===== config.mk =====
export PLATFORM = sky130hd
export DESIGN_NAME = sdg_sleep_diag
export DESIGN_NICKNAME = d
export VERILOG_FILES = /design/src/rtl/sdg_pkg.sv /design/src/rtl/sdg_sync.sv /design/src/rtl/sdg_sleep_timer.sv /design/src/rtl/sdg_sleep_diag.sv
export SDC_FILE = /design/constraint.sdc
export NUM_CORES = 1
export LEC_CHECK = 0
export ABC_AREA = 1
export ABC_CLOCK_PERIOD_IN_PS = 5870
export BUFFER_PORTS_ARGS = -buffer_cell sky130_fd_sc_hd__buf_2
export CORE_ASPECT_RATIO = 1.2
export CORE_UTILIZATION = 35
export DETAILED_ROUTE_END_ITERATION = 7
export GPL_TIMING_DRIVEN = 0
export RECOVER_POWER = 100
export SLEW_MARGIN = 20
export SYNTH_ARGS = -nofsm -noshare
export SYNTH_HDL_FRONTEND = slang
export SYNTH_SLANG_ARGS = --single-unit

===== constraint.sdc =====
create_clock -name clk -period 5.87 [get_ports clk]
set_input_delay 1.174 -clock clk [delete_from_list [all_inputs] [get_ports clk]]
set_output_delay 1.174 -clock clk [all_outputs]
set_load 0.01 [all_outputs]

===== src/rtl/sdg_pkg.sv =====
// Shared constants, register map and types of the sleep and status block.
// Assumes a 200 MHz core clock and the sensor's 16-bit SPI frame format.
package sdg_pkg;

  // Core clock
  localparam int unsigned CLK_PERIOD_NS = 5;

  // Sleep timing: one sleep LSB is half a second
  localparam int unsigned SLEEP_LSB_NS     = 500000000;
  localparam int unsigned SLEEP_LSB_CYCLES = SLEEP_LSB_NS / CLK_PERIOD_NS;
  localparam int unsigned SLEEP_CNT_W      = 27;

  // Register addresses (byte addresses on the SPI link)
  localparam logic [6:0] ADDR_SLEEP_CTRL = 7'h24;
  localparam logic [6:0] ADDR_DIAG_FLAGS = 7'h26;
  localparam logic [6:0] ADDR_LOT_CODE_1 = 7'h32;
  localparam logic [6:0] ADDR_LOT_CODE_2 = 7'h34;
  localparam logic [6:0] ADDR_LOT_CODE_3 = 7'h36;
  localparam logic [6:0] ADDR_PRODUCT    = 7'h38;
  localparam logic [6:0] ADDR_SERIAL     = 7'h3A;

  // Sleep field
  localparam logic [7:0] SLEEP_RESET = 8'h00;
  localparam logic [7:0] SLEEP_INDEF = 8'hFF;

  // Diagnostic flag positions
  localparam int unsigned DIAG_SUPPLY_LOW = 0;
  localparam int unsigned DIAG_FLASH_FAIL = 2;
  localparam int unsigned DIAG_COMM_FAIL  = 3;
  localparam int unsigned DIAG_OVER_RANGE = 4;
  localparam int unsigned DIAG_SELFTEST   = 5;
  localparam int unsigned DIAG_CHECKSUM   = 6;
  localparam int unsigned DIAG_ALARM1     = 8;
  localparam int unsigned DIAG_ALARM2     = 9;
  localparam logic [15:0] DIAG_RESET      = 16'h0000;

  // Serial number field width
  localparam int unsigned SERIAL_W = 14;

  // Bit count at a frame's last serial clock edge, one less than the 16-edge frame
  localparam logic [3:0] FRAME_LAST_BIT = 4'hF;

  // Sync reset values: sclk idle high, cs_n high, din low, reset pin high
  localparam logic [3:0] PIN_SYNC_RESET = 4'hD;

  // Error conditions arriving from the sensor core
  typedef struct packed {
    logic alarm2;
    logic alarm1;
    logic checksum_fail;
    logic selftest_fail;
    logic over_range;
    logic flash_fail;
    logic supply_low;
  } sdg_cond_s;

  // One received SPI command word
  typedef struct packed {
    logic       write;
    logic [6:0] addr;
    logic [7:0] data;
  } sdg_cmd_s;

  // Sleep state, Gray along awake -> timed -> indefinite
  typedef enum logic [1:0] {
    SDG_AWAKE = 2'b00,
    SDG_TIMED = 2'b01,
    SDG_INDEF = 2'b11
  } sdg_sleep_e;

endpackage


===== src/rtl/sdg_sync.sv =====
// Two-flop synchroniser for a vector of independent levels.
// Assumes each bit is a slow level; no bus coherency across bits.
`timescale 1ns/10ps
module sdg_sync #(
  parameter int unsigned W         = 1,
  parameter logic [W-1:0] RESET_VAL = '0
) (
  // Clock and reset
  input  wire logic         clk,
  input  wire logic         rst_n,
  // Levels
  input  wire logic [W-1:0] d,
  output logic      [W-1:0] q
);

  logic [W-1:0] meta_reg;
  logic [W-1:0] meta_next;
  logic [W-1:0] q_reg;
  logic [W-1:0] q_next;

  always_comb begin
    meta_next = d;
    q_next    = meta_reg;
  end

  always_ff @(posedge clk or negedge rst_n) begin
    if (!rst_n) begin
      meta_reg <= RESET_VAL;
      q_reg    <= RESET_VAL;
    end else begin
      meta_reg <= meta_next;
      q_reg    <= q_next;
    end
  end

  assign q = q_reg;

endmodule


===== src/rtl/sdg_sleep_timer.sv =====
// Counts down a timed sleep in half-second steps.
// Assumes start and stop are single-cycle pulses on the core clock.
`timescale 1ns/10ps
module sdg_sleep_timer #(
  parameter int unsigned LSB_CYCLES = sdg_pkg::SLEEP_LSB_CYCLES
) (
  // Clock and reset
  input  wire logic       clk,
  input  wire logic       rst_n,
  // Control
  input  wire logic       start,
  input  wire logic [7:0] steps,
  input  wire logic       stop,
  // Status
  output logic            running
);
  import sdg_pkg::*;

  localparam logic [SLEEP_CNT_W-1:0] LSB_LAST =
    SLEEP_CNT_W'(LSB_CYCLES - 1);

  logic [SLEEP_CNT_W-1:0] cyc_reg;
  logic [SLEEP_CNT_W-1:0] cyc_next;
  logic [7:0]             left_reg;
  logic [7:0]             left_next;

  always_comb begin
    cyc_next  = cyc_reg;
    left_next = left_reg;
    if (stop) begin
      cyc_next  = '0;
      left_next = 8'h00;
    end else if (start) begin
      // Zero steps means no sleep at all
      cyc_next  = '0;
      left_next = steps;
    end else if (left_reg != 8'h00) begin
      if (cyc_reg == LSB_LAST) begin
        cyc_next  = '0;
        left_next = left_reg - 8'h01;
      end else begin
        cyc_next = cyc_reg + SLEEP_CNT_W'(1);
      end
    end
  end

  always_ff @(posedge clk or negedge rst_n) begin
    if (!rst_n) begin
      cyc_reg  <= '0;
      left_reg <= 8'h00;
    end else begin
      cyc_reg  <= cyc_next;
      left_reg <= left_next;
    end
  end

  assign running = (left_reg != 8'h00);

endmodule


===== src/rtl/sdg_sleep_diag.sv =====
// Sleep control, diagnostic flags and identification registers behind the
// sensor's SPI slave port (mode 3, 16-bit frames, reply in the next frame).
// Assumes SPI pins and the reset pin are asynchronous and slow against clk;
// error conditions and sample_tick come from logic on clk.
//
// Operation
// RULE1: Writing 0xFF to the sleep byte enters sleep until a wake event.
// RULE2: Chip-select falling edge or reset pin pulse wakes the device.
// RULE3: Sleep values 0x00 to 0xFE sleep value times half a second.
// RULE4: Each diagnostic flag reads one for error, zero for normal.
// RULE5: Reading the diagnostic register returns flags then clears them all.
// RULE6: A persisting error sets its flag again at the next sample end.
// RULE7: Supply-low flag bit 0 set below 4.75 V, self-clears on recovery.
// RULE8: Bit 3 sets when a frame's clock edges are not a multiple of 16.
// RULE9: Bits 9, 8, 4, 2: alarm two, alarm one, over range, flash fail.
// RULE10: Bit 6 checksum fail, bit 5 self-test fail; 15:10, 7, 1 unused.
// RULE11: The diagnostic register is all zeros after reset.
// RULE12: A read-only register holds a fixed 16-bit product code.
// RULE13: Three read-only 16-bit registers return binary lot codes.
// RULE14: Serial register gives 1 to 9999 in bits 13:0, top bits zero.
// RULE15: Upper byte of sleep control is unused; low byte selects sleep.
// RULE16: Writes to identification, lot and serial registers are ignored.
// RULE17: Timed sleep starts at the write and ends early on a wake event.
`timescale 1ns/10ps
module sdg_sleep_diag #(
  // Arbitrary identification values, replaced per part and lot
  parameter logic [15:0]  PRODUCT_CODE = 16'h5A5A,
  parameter logic [15:0]  LOT_CODE_1   = 16'h1111,
  parameter logic [15:0]  LOT_CODE_2   = 16'h2222,
  parameter logic [15:0]  LOT_CODE_3   = 16'h3333,
  parameter logic [13:0]  UNIT_SERIAL  = 14'h0001,
  // Half-second length in clocks, shortened in simulation
  parameter int unsigned  SLEEP_LSB_CYCLES = sdg_pkg::SLEEP_LSB_CYCLES
) (
  // Clock and reset
  input  wire logic              clk,
  input  wire logic              rst_n,
  // SPI slave pins
  input  wire logic              sclk,
  input  wire logic              cs_n,
  input  wire logic              din,
  output logic                   dout,
  // Reset pin, used here as a wake source
  input  wire logic              rst_pin_n,
  // Error conditions from the sensor core
  input  wire sdg_pkg::sdg_cond_s cond,
  input  wire logic              sample_tick,
  // Power state
  output logic                   sleeping,
  output logic                   sleep_indef
);
  import sdg_pkg::*;

  // Reset release and pin synchronisers
  logic       rst_sync_n;
  logic [3:0] pins_s;
  logic       s_sclk;
  logic       s_cs_n;
  logic       s_din;
  logic       s_rst_pin_n;

  sdg_sync #(
    .W         (1),
    .RESET_VAL (1'b0)
  ) u_rst_sync (
    .clk   (clk),
    .rst_n (rst_n),
    .d     (1'b1),
    .q     (rst_sync_n)
  );

  sdg_sync #(
    .W         (4),
    .RESET_VAL (PIN_SYNC_RESET)
  ) u_pin_sync (
    .clk   (clk),
    .rst_n (rst_sync_n),
    .d     ({sclk, cs_n, din, rst_pin_n}),
    .q     (pins_s)
  );

  assign s_sclk      = pins_s[3];
  assign s_cs_n      = pins_s[2];
  assign s_din       = pins_s[1];
  assign s_rst_pin_n = pins_s[0];

  // Edge detection on synchronised pins
  // Delay flops reset to the pins' idle levels; a mismatch would fake an
  // edge, and so a wake, straight after reset
  logic sclk_d_reg;
  logic cs_d_reg;
  logic rpin_d_reg;
  logic sclk_d_next;
  logic cs_d_next;
  logic rpin_d_next;
  logic sclk_rise;
  logic sclk_fall;
  logic cs_fall;
  logic cs_rise;
  logic rpin_rise;

  always_comb begin
    sclk_d_next = s_sclk;
    cs_d_next   = s_cs_n;
    rpin_d_next = s_rst_pin_n;
  end

  always_ff @(posedge clk or negedge rst_sync_n) begin
    if (!rst_sync_n) begin
      sclk_d_reg <= 1'b1;
      cs_d_reg   <= 1'b1;
      rpin_d_reg <= 1'b1;
    end else begin
      sclk_d_reg <= sclk_d_next;
      cs_d_reg   <= cs_d_next;
      rpin_d_reg <= rpin_d_next;
    end
  end

  assign sclk_rise = s_sclk & ~sclk_d_reg & ~s_cs_n;
  assign sclk_fall = ~s_sclk & sclk_d_reg & ~s_cs_n;
  assign cs_fall   = cs_d_reg & ~s_cs_n;
  assign cs_rise   = ~cs_d_reg & s_cs_n;
  // Pin low then released
  assign rpin_rise = s_rst_pin_n & ~rpin_d_reg;

  // Read mux over the register map
  // Odd addresses fold onto their even word, as the host reads 16 bits
  logic [15:0] diag_reg;
  logic [7:0]  sleep_reg;

  function automatic logic [15:0] read_word(input logic [6:0] a,
                                            input logic [15:0] diag,
                                            input logic [7:0]  slp);
    logic [6:0] even;
    even = {a[6:1], 1'b0};
    unique case (even)
      ADDR_SLEEP_CTRL: read_word = {8'h00, slp};             // RULE15
      ADDR_DIAG_FLAGS: read_word = diag;                     // RULE4
      ADDR_LOT_CODE_1: read_word = LOT_CODE_1;               // RULE13
      ADDR_LOT_CODE_2: read_word = LOT_CODE_2;               // RULE13
      ADDR_LOT_CODE_3: read_word = LOT_CODE_3;               // RULE13
      ADDR_PRODUCT:    read_word = PRODUCT_CODE;             // RULE12
      ADDR_SERIAL:     read_word = {2'b00, UNIT_SERIAL};     // RULE14
      default:         read_word = 16'h0000;
    endcase
  endfunction

  // SPI shifter
  // Counter wraps at 16, so a good frame leaves it at zero on cs_n rise
  logic [3:0]  bit_cnt_reg;
  logic [3:0]  bit_cnt_next;
  logic [15:0] rx_reg;
  logic [15:0] rx_next;
  logic [15:0] tx_reg;
  logic [15:0] tx_next;
  sdg_cmd_s    cmd;
  logic        word_done;
  logic        diag_read;
  logic        sleep_write;
  logic        frame_bad;

  assign cmd       = sdg_cmd_s'({rx_reg[14:0], s_din});
  assign word_done = sclk_rise && (bit_cnt_reg == FRAME_LAST_BIT);
  assign diag_read = word_done && !cmd.write &&
                     ({cmd.addr[6:1], 1'b0} == ADDR_DIAG_FLAGS);
  // Only the low byte address accepts data; all else is read-only
  assign sleep_write = word_done && cmd.write &&
                       (cmd.addr == ADDR_SLEEP_CTRL);        // RULE15 RULE16
  assign frame_bad = cs_rise && (bit_cnt_reg != 4'h0);       // RULE8

  always_comb begin
    bit_cnt_next = bit_cnt_reg;
    rx_next      = rx_reg;
    tx_next      = tx_reg;
    if (cs_fall) begin
      bit_cnt_next = 4'h0;
    end else if (sclk_rise) begin
      rx_next      = {rx_reg[14:0], s_din};
      bit_cnt_next = bit_cnt_reg + 4'h1;
      if (word_done) begin
        // Reply is held for the next frame; writes reply with zero
        tx_next = cmd.write ? 16'h0000 :
                  read_word(cmd.addr, diag_reg, sleep_reg);
      end
    end else if (sclk_fall && (bit_cnt_reg != 4'h0)) begin
      // No shift on a frame's first falling edge: msb already out
      tx_next = {tx_reg[14:0], 1'b0};
    end
  end

  always_ff @(posedge clk or negedge rst_sync_n) begin
    if (!rst_sync_n) begin
      bit_cnt_reg <= 4'h0;
      rx_reg      <= 16'h0000;
      tx_reg      <= 16'h0000;
    end else begin
      bit_cnt_reg <= bit_cnt_next;
      rx_reg      <= rx_next;
      tx_reg      <= tx_next;
    end
  end

  // Driven even with cs_n high; the pin's own buffer is outside this block
  assign dout = tx_reg[15];

  // Diagnostic flags; sets are applied after the read clear so they win
  logic [15:0] diag_next;
  logic [15:0] diag_set;

  always_comb begin
    diag_set = 16'h0000;
    if (sample_tick) begin
      diag_set[DIAG_SUPPLY_LOW] = cond.supply_low;           // RULE7
      diag_set[DIAG_FLASH_FAIL] = cond.flash_fail;           // RULE9
      diag_set[DIAG_OVER_RANGE] = cond.over_range;           // RULE9
      diag_set[DIAG_SELFTEST]   = cond.selftest_fail;        // RULE10
      diag_set[DIAG_CHECKSUM]   = cond.checksum_fail;        // RULE10
      diag_set[DIAG_ALARM1]     = cond.alarm1;               // RULE9
      diag_set[DIAG_ALARM2]     = cond.alarm2;               // RULE9
    end
    // Not gated by sample_tick: the bad frame itself is the event
    diag_set[DIAG_COMM_FAIL] = frame_bad;                    // RULE8
    diag_next = diag_reg;
    if (diag_read) begin
      diag_next = 16'h0000;                                  // RULE5
    end
    if (!cond.supply_low) begin
      diag_next[DIAG_SUPPLY_LOW] = 1'b0;                     // RULE7
    end
    diag_next = diag_next | diag_set;                        // RULE6
  end

  always_ff @(posedge clk or negedge rst_sync_n) begin
    if (!rst_sync_n) begin
      diag_reg <= DIAG_RESET;                                // RULE11
    end else begin
      diag_reg <= diag_next;
    end
  end

  // Sleep control
  // A wake also clears the timer so a stale count cannot end a later
  // sleep early
  sdg_sleep_e state_reg;
  sdg_sleep_e state_next;
  logic [7:0] sleep_next;
  logic       wake;
  logic       timer_start;
  logic       timer_running;

  assign wake        = cs_fall | rpin_rise;                  // RULE2
  assign timer_start = sleep_write && (cmd.data != SLEEP_INDEF);

  sdg_sleep_timer #(
    .LSB_CYCLES (SLEEP_LSB_CYCLES)
  ) u_timer (
    .clk     (clk),
    .rst_n   (rst_sync_n),
    .start   (timer_start),                                  // RULE3
    .steps   (cmd.data),
    .stop    (wake),                                         // RULE17
    .running (timer_running)
  );

  always_comb begin
    sleep_next = sleep_reg;
    state_next = state_reg;
    if (sleep_write) begin
      sleep_next = cmd.data;
    end
    if (wake) begin
      state_next = SDG_AWAKE;                                // RULE2 RULE17
    end else if (sleep_write) begin
      if (cmd.data == SLEEP_INDEF) begin
        state_next = SDG_INDEF;                              // RULE1
      end else if (cmd.data != 8'h00) begin
        state_next = SDG_TIMED;                              // RULE3 RULE17
      end else begin
        state_next = SDG_AWAKE;
      end
    end else begin
      unique case (state_reg)
        SDG_AWAKE: state_next = SDG_AWAKE;
        // Timer was loaded on the same edge as entry
        SDG_TIMED: state_next = timer_running ? SDG_TIMED : SDG_AWAKE;
        SDG_INDEF: state_next = SDG_INDEF;                   // RULE1
        default:   state_next = SDG_AWAKE;
      endcase
    end
  end

  always_ff @(posedge clk or negedge rst_sync_n) begin
    if (!rst_sync_n) begin
      state_reg <= SDG_AWAKE;
      sleep_reg <= SLEEP_RESET;
    end else begin
      state_reg <= state_next;
      sleep_reg <= sleep_next;
    end
  end

  assign sleeping    = (state_reg != SDG_AWAKE);
  assign sleep_indef = (state_reg == SDG_INDEF);

endmodule


==> reports/metrics.csv <==
stage,metric,value,unit
outcome,status,"finished, violations left",
outcome,failing checks,"capacitance limit, slew limit",
layout,"commonest non-fill, non-tap cell in the layout",nand2_1,
flow_run,max-cap check violation count,1,
synthesis,synthesis-stage register bit count,101,
placed_design,IO buf count,16,
setup_path,Worst Setup EP,u_timer.left_reg[0],
clock_network,PostCTS Resize Cnt,0,
setup_path,R2R setup slack,3.04,ns
layout,most frequent cells in the layout,"nand2_1, nor2_1, dfrtp_1",
route,DR WL/cell,13.6,um
setup_path,Worst Setup Start Kind,flip-flop,
placed_design,RePlAce Congestion,0.892,
placed_design,DP HPWL,9940,um
clock_network,Worst-path clk slew,0.08,ns
floorplan,io pins,17,
power,worst vdd ir,0.159,mV
synthesis,Syn Inst Count,740,
floorplan,die area,16400,sq um
synthesis,Synth Warn #,0,
grt,first-pass GRT wire length,22500,um
synthesis,Async SR Flop Fraction,100,%
synthesis,"Seq/Total Area, Yosys",45.8,%
route,Total Wirelength,13300,um
setup_path,kind of critical path,reg2reg,
route,DRT Pass-1 Iters,5,
sta,endpoints failing hold,0,
floorplan,Site Rows,50,
sta,clk_skew,0.0123,ns
route,Routed Antenna Nets,0,
synthesis,post-synth net total,759,
setup_path,arrival time worst endpoint,3.07,ns
sta,minimum clock period after layout,2.83,ns
grt,Total Routing Usage GR,17.9,%
clock_network,CTS tree,built,
layout,Util after Layout,39.5,%
clock_network,Post-CTS Hold Fix Bufs,0,
clock_network,TritonCTS Buffers,9,
route,DRC Markers,0,
sta,Worst slew margin,-45.4,%
route,Starting DRT DRC Count,308,
setup_path,Worst Reg-to-Reg Cells,10,
layout,ANT cells,0,
clock_network,H-tree Lvls,3,
synthesis,"EDFF count, synth",0,
grt,vias in the first global route,4531,
sta,Final period util,48.1,%
sta,Slew @ Worst Pin,2.18,ns
hold_path,HP Class,reg2reg,
clock_network,Clock Path Buffers,2,
clock_network,Root Buffer,clkbuf_16,
floorplan,Die Y,140,um
power,Leak,2.83,nW
layout,post-layout net count,787,
clock_network,post-CTS setup buffer count,0,
clock_network,clk sink count,101,
route,DR vias,4767,
floorplan,Core ar.,15500,sq um
layout,P&R area growth vs syn,10.5,%
power,power per cell area,302,nW/um^2
synthesis,Post-Syn Area per Cell,7.50,sq um
layout,max FFs per register,27,
synthesis,area of the mapped netlist,5550,sq um
setup_path,RR Endpoint,u_timer.left_reg[0],
setup_path,crit-path max FO,10,
sta,count of pins over their slew limit,53,
route,via/cell ratio,4.86,
floorplan,die width,117,um
grt,grt ovf,0,
sta,hold_ws,0.353,ns
clock_network,clk_lat worst skew,0.36,ns
setup_path,Critical path origin,u_pin_sync.q[3],
sta,setup violators final,0,
floorplan,Initial Utilization,35.8,%
sta,setup TNS,0,ns
layout,proportion of layout cells with a drive suffix above 1,8.93,%
grt,initial antenna violation count,0,
grt,pin count of the biggest net entering global routing,54,
setup_path,Reg2Reg Launch Point,u_pin_sync.q[3],
setup_path,CP endpoint kind,flip-flop,
synthesis,Synth cell types,42,
sta,Fmax achieved,0.354,GHz
synthesis,Main synth FF type,dfrtp_1,
power,Pwr Total,0.00185,W
sta,RSZ-0062 raised after global routing,false,
setup_path,CP required,6.12,ns
Yosys cell counts, types with 7 or more instances:
master | n | area [sq um]
inv_2 | 9 | 33.8
dfrtp_1 | 92 | 2300
nor2_1 | 98 | 368
a21oi_1 | 35 | 175
nand2_1 | 223 | 837
dfstp_2 | 9 | 236
inv_1 | 72 | 270
nor3_1 | 7 | 35.0
xor2_1 | 9 | 78.8
o21ai_0 | 29 | 145
buf_2 | 7 | 35.0
nand4_1 | 18 | 113
o21ai_1 | 11 | 55.1
nand3_1 | 50 | 250
critical path: stages, from the launching register on:
cell and delay [ns]:
dfstp_2 0.53, inv_1 0.04, nor2_1 0.08, nand2_1 0.22, nor2_1 0.54, nand3_1 0.28
nand3_1 0.24, nand2_1 0.26, clkbuf_1 0.32, nand2_1 0.13, nand2_1 0.05
metal layers:
metal  GRT usage [%]  share of wire, %  vias to the layer above
li1                -                 -                     2432
met1            23.6                47                     2248
met2            29.8                49                       70
met3            2.99               2.9                       17
met4            5.66               1.7                        0
met5               0                 0                        -
metrics by stage:
step	setup WS, ns	std cells	area, sq um
after floorplan	2.86	740	5550
after global placement	1.59	964	5890
after detailed placement	3.79	965	5920
after CTS	3.46	981	6230
after global routing	2.77	981	6130
final	3.04	981	6130
power by group:
part           total [W]  switching (W)  internal, W
Combinational   0.000384       0.000251     0.000133
Clock           0.000613       0.000307     0.000306
Sequential      0.000853      0.0000705     0.000782
Total            0.00185       0.000628      0.00122
logic make-up after synthesis:
group	after synthesis	synth area share [%]
fa+ha+maj	5	1.13
compound gates	92	9.25
flops	101	45.8
other cells	1	0.0676
simple gates	427	34.1
buf+inv	101	7.65
xor+xnor	13	2.05
cell type report:
class	instances	area (sq um)
fill	1706	9390
sequential	101	2540
multi-input combinational	538	2530
inverter	84	318
tap	208	260
clock buffer	9	225
timing repair buffer	17	103
clock inverter	7	86.3
buffer	17	68.8
worst min-delay path by stage:
stage | end | cells past startpoint | start | slack, ns
after floorplan | u_pin_sync.q[1] | 0 | u_pin_sync.meta_reg[1] | 0.33
final | u_pin_sync.q[1] | 0 | u_pin_sync.meta_reg[1] | 0.35
after CTS | u_pin_sync.q[1] | 0 | u_pin_sync.meta_reg[1] | 0.35
after detailed placement | u_pin_sync.q[1] | 0 | u_pin_sync.meta_reg[1] | 0.34
after global routing | u_pin_sync.q[1] | 0 | u_pin_sync.meta_reg[1] | 0.36
after global placement | u_pin_sync.q[1] | 0 | u_pin_sync.meta_reg[1] | 0.33
Power figures use the tool's default switching activity.
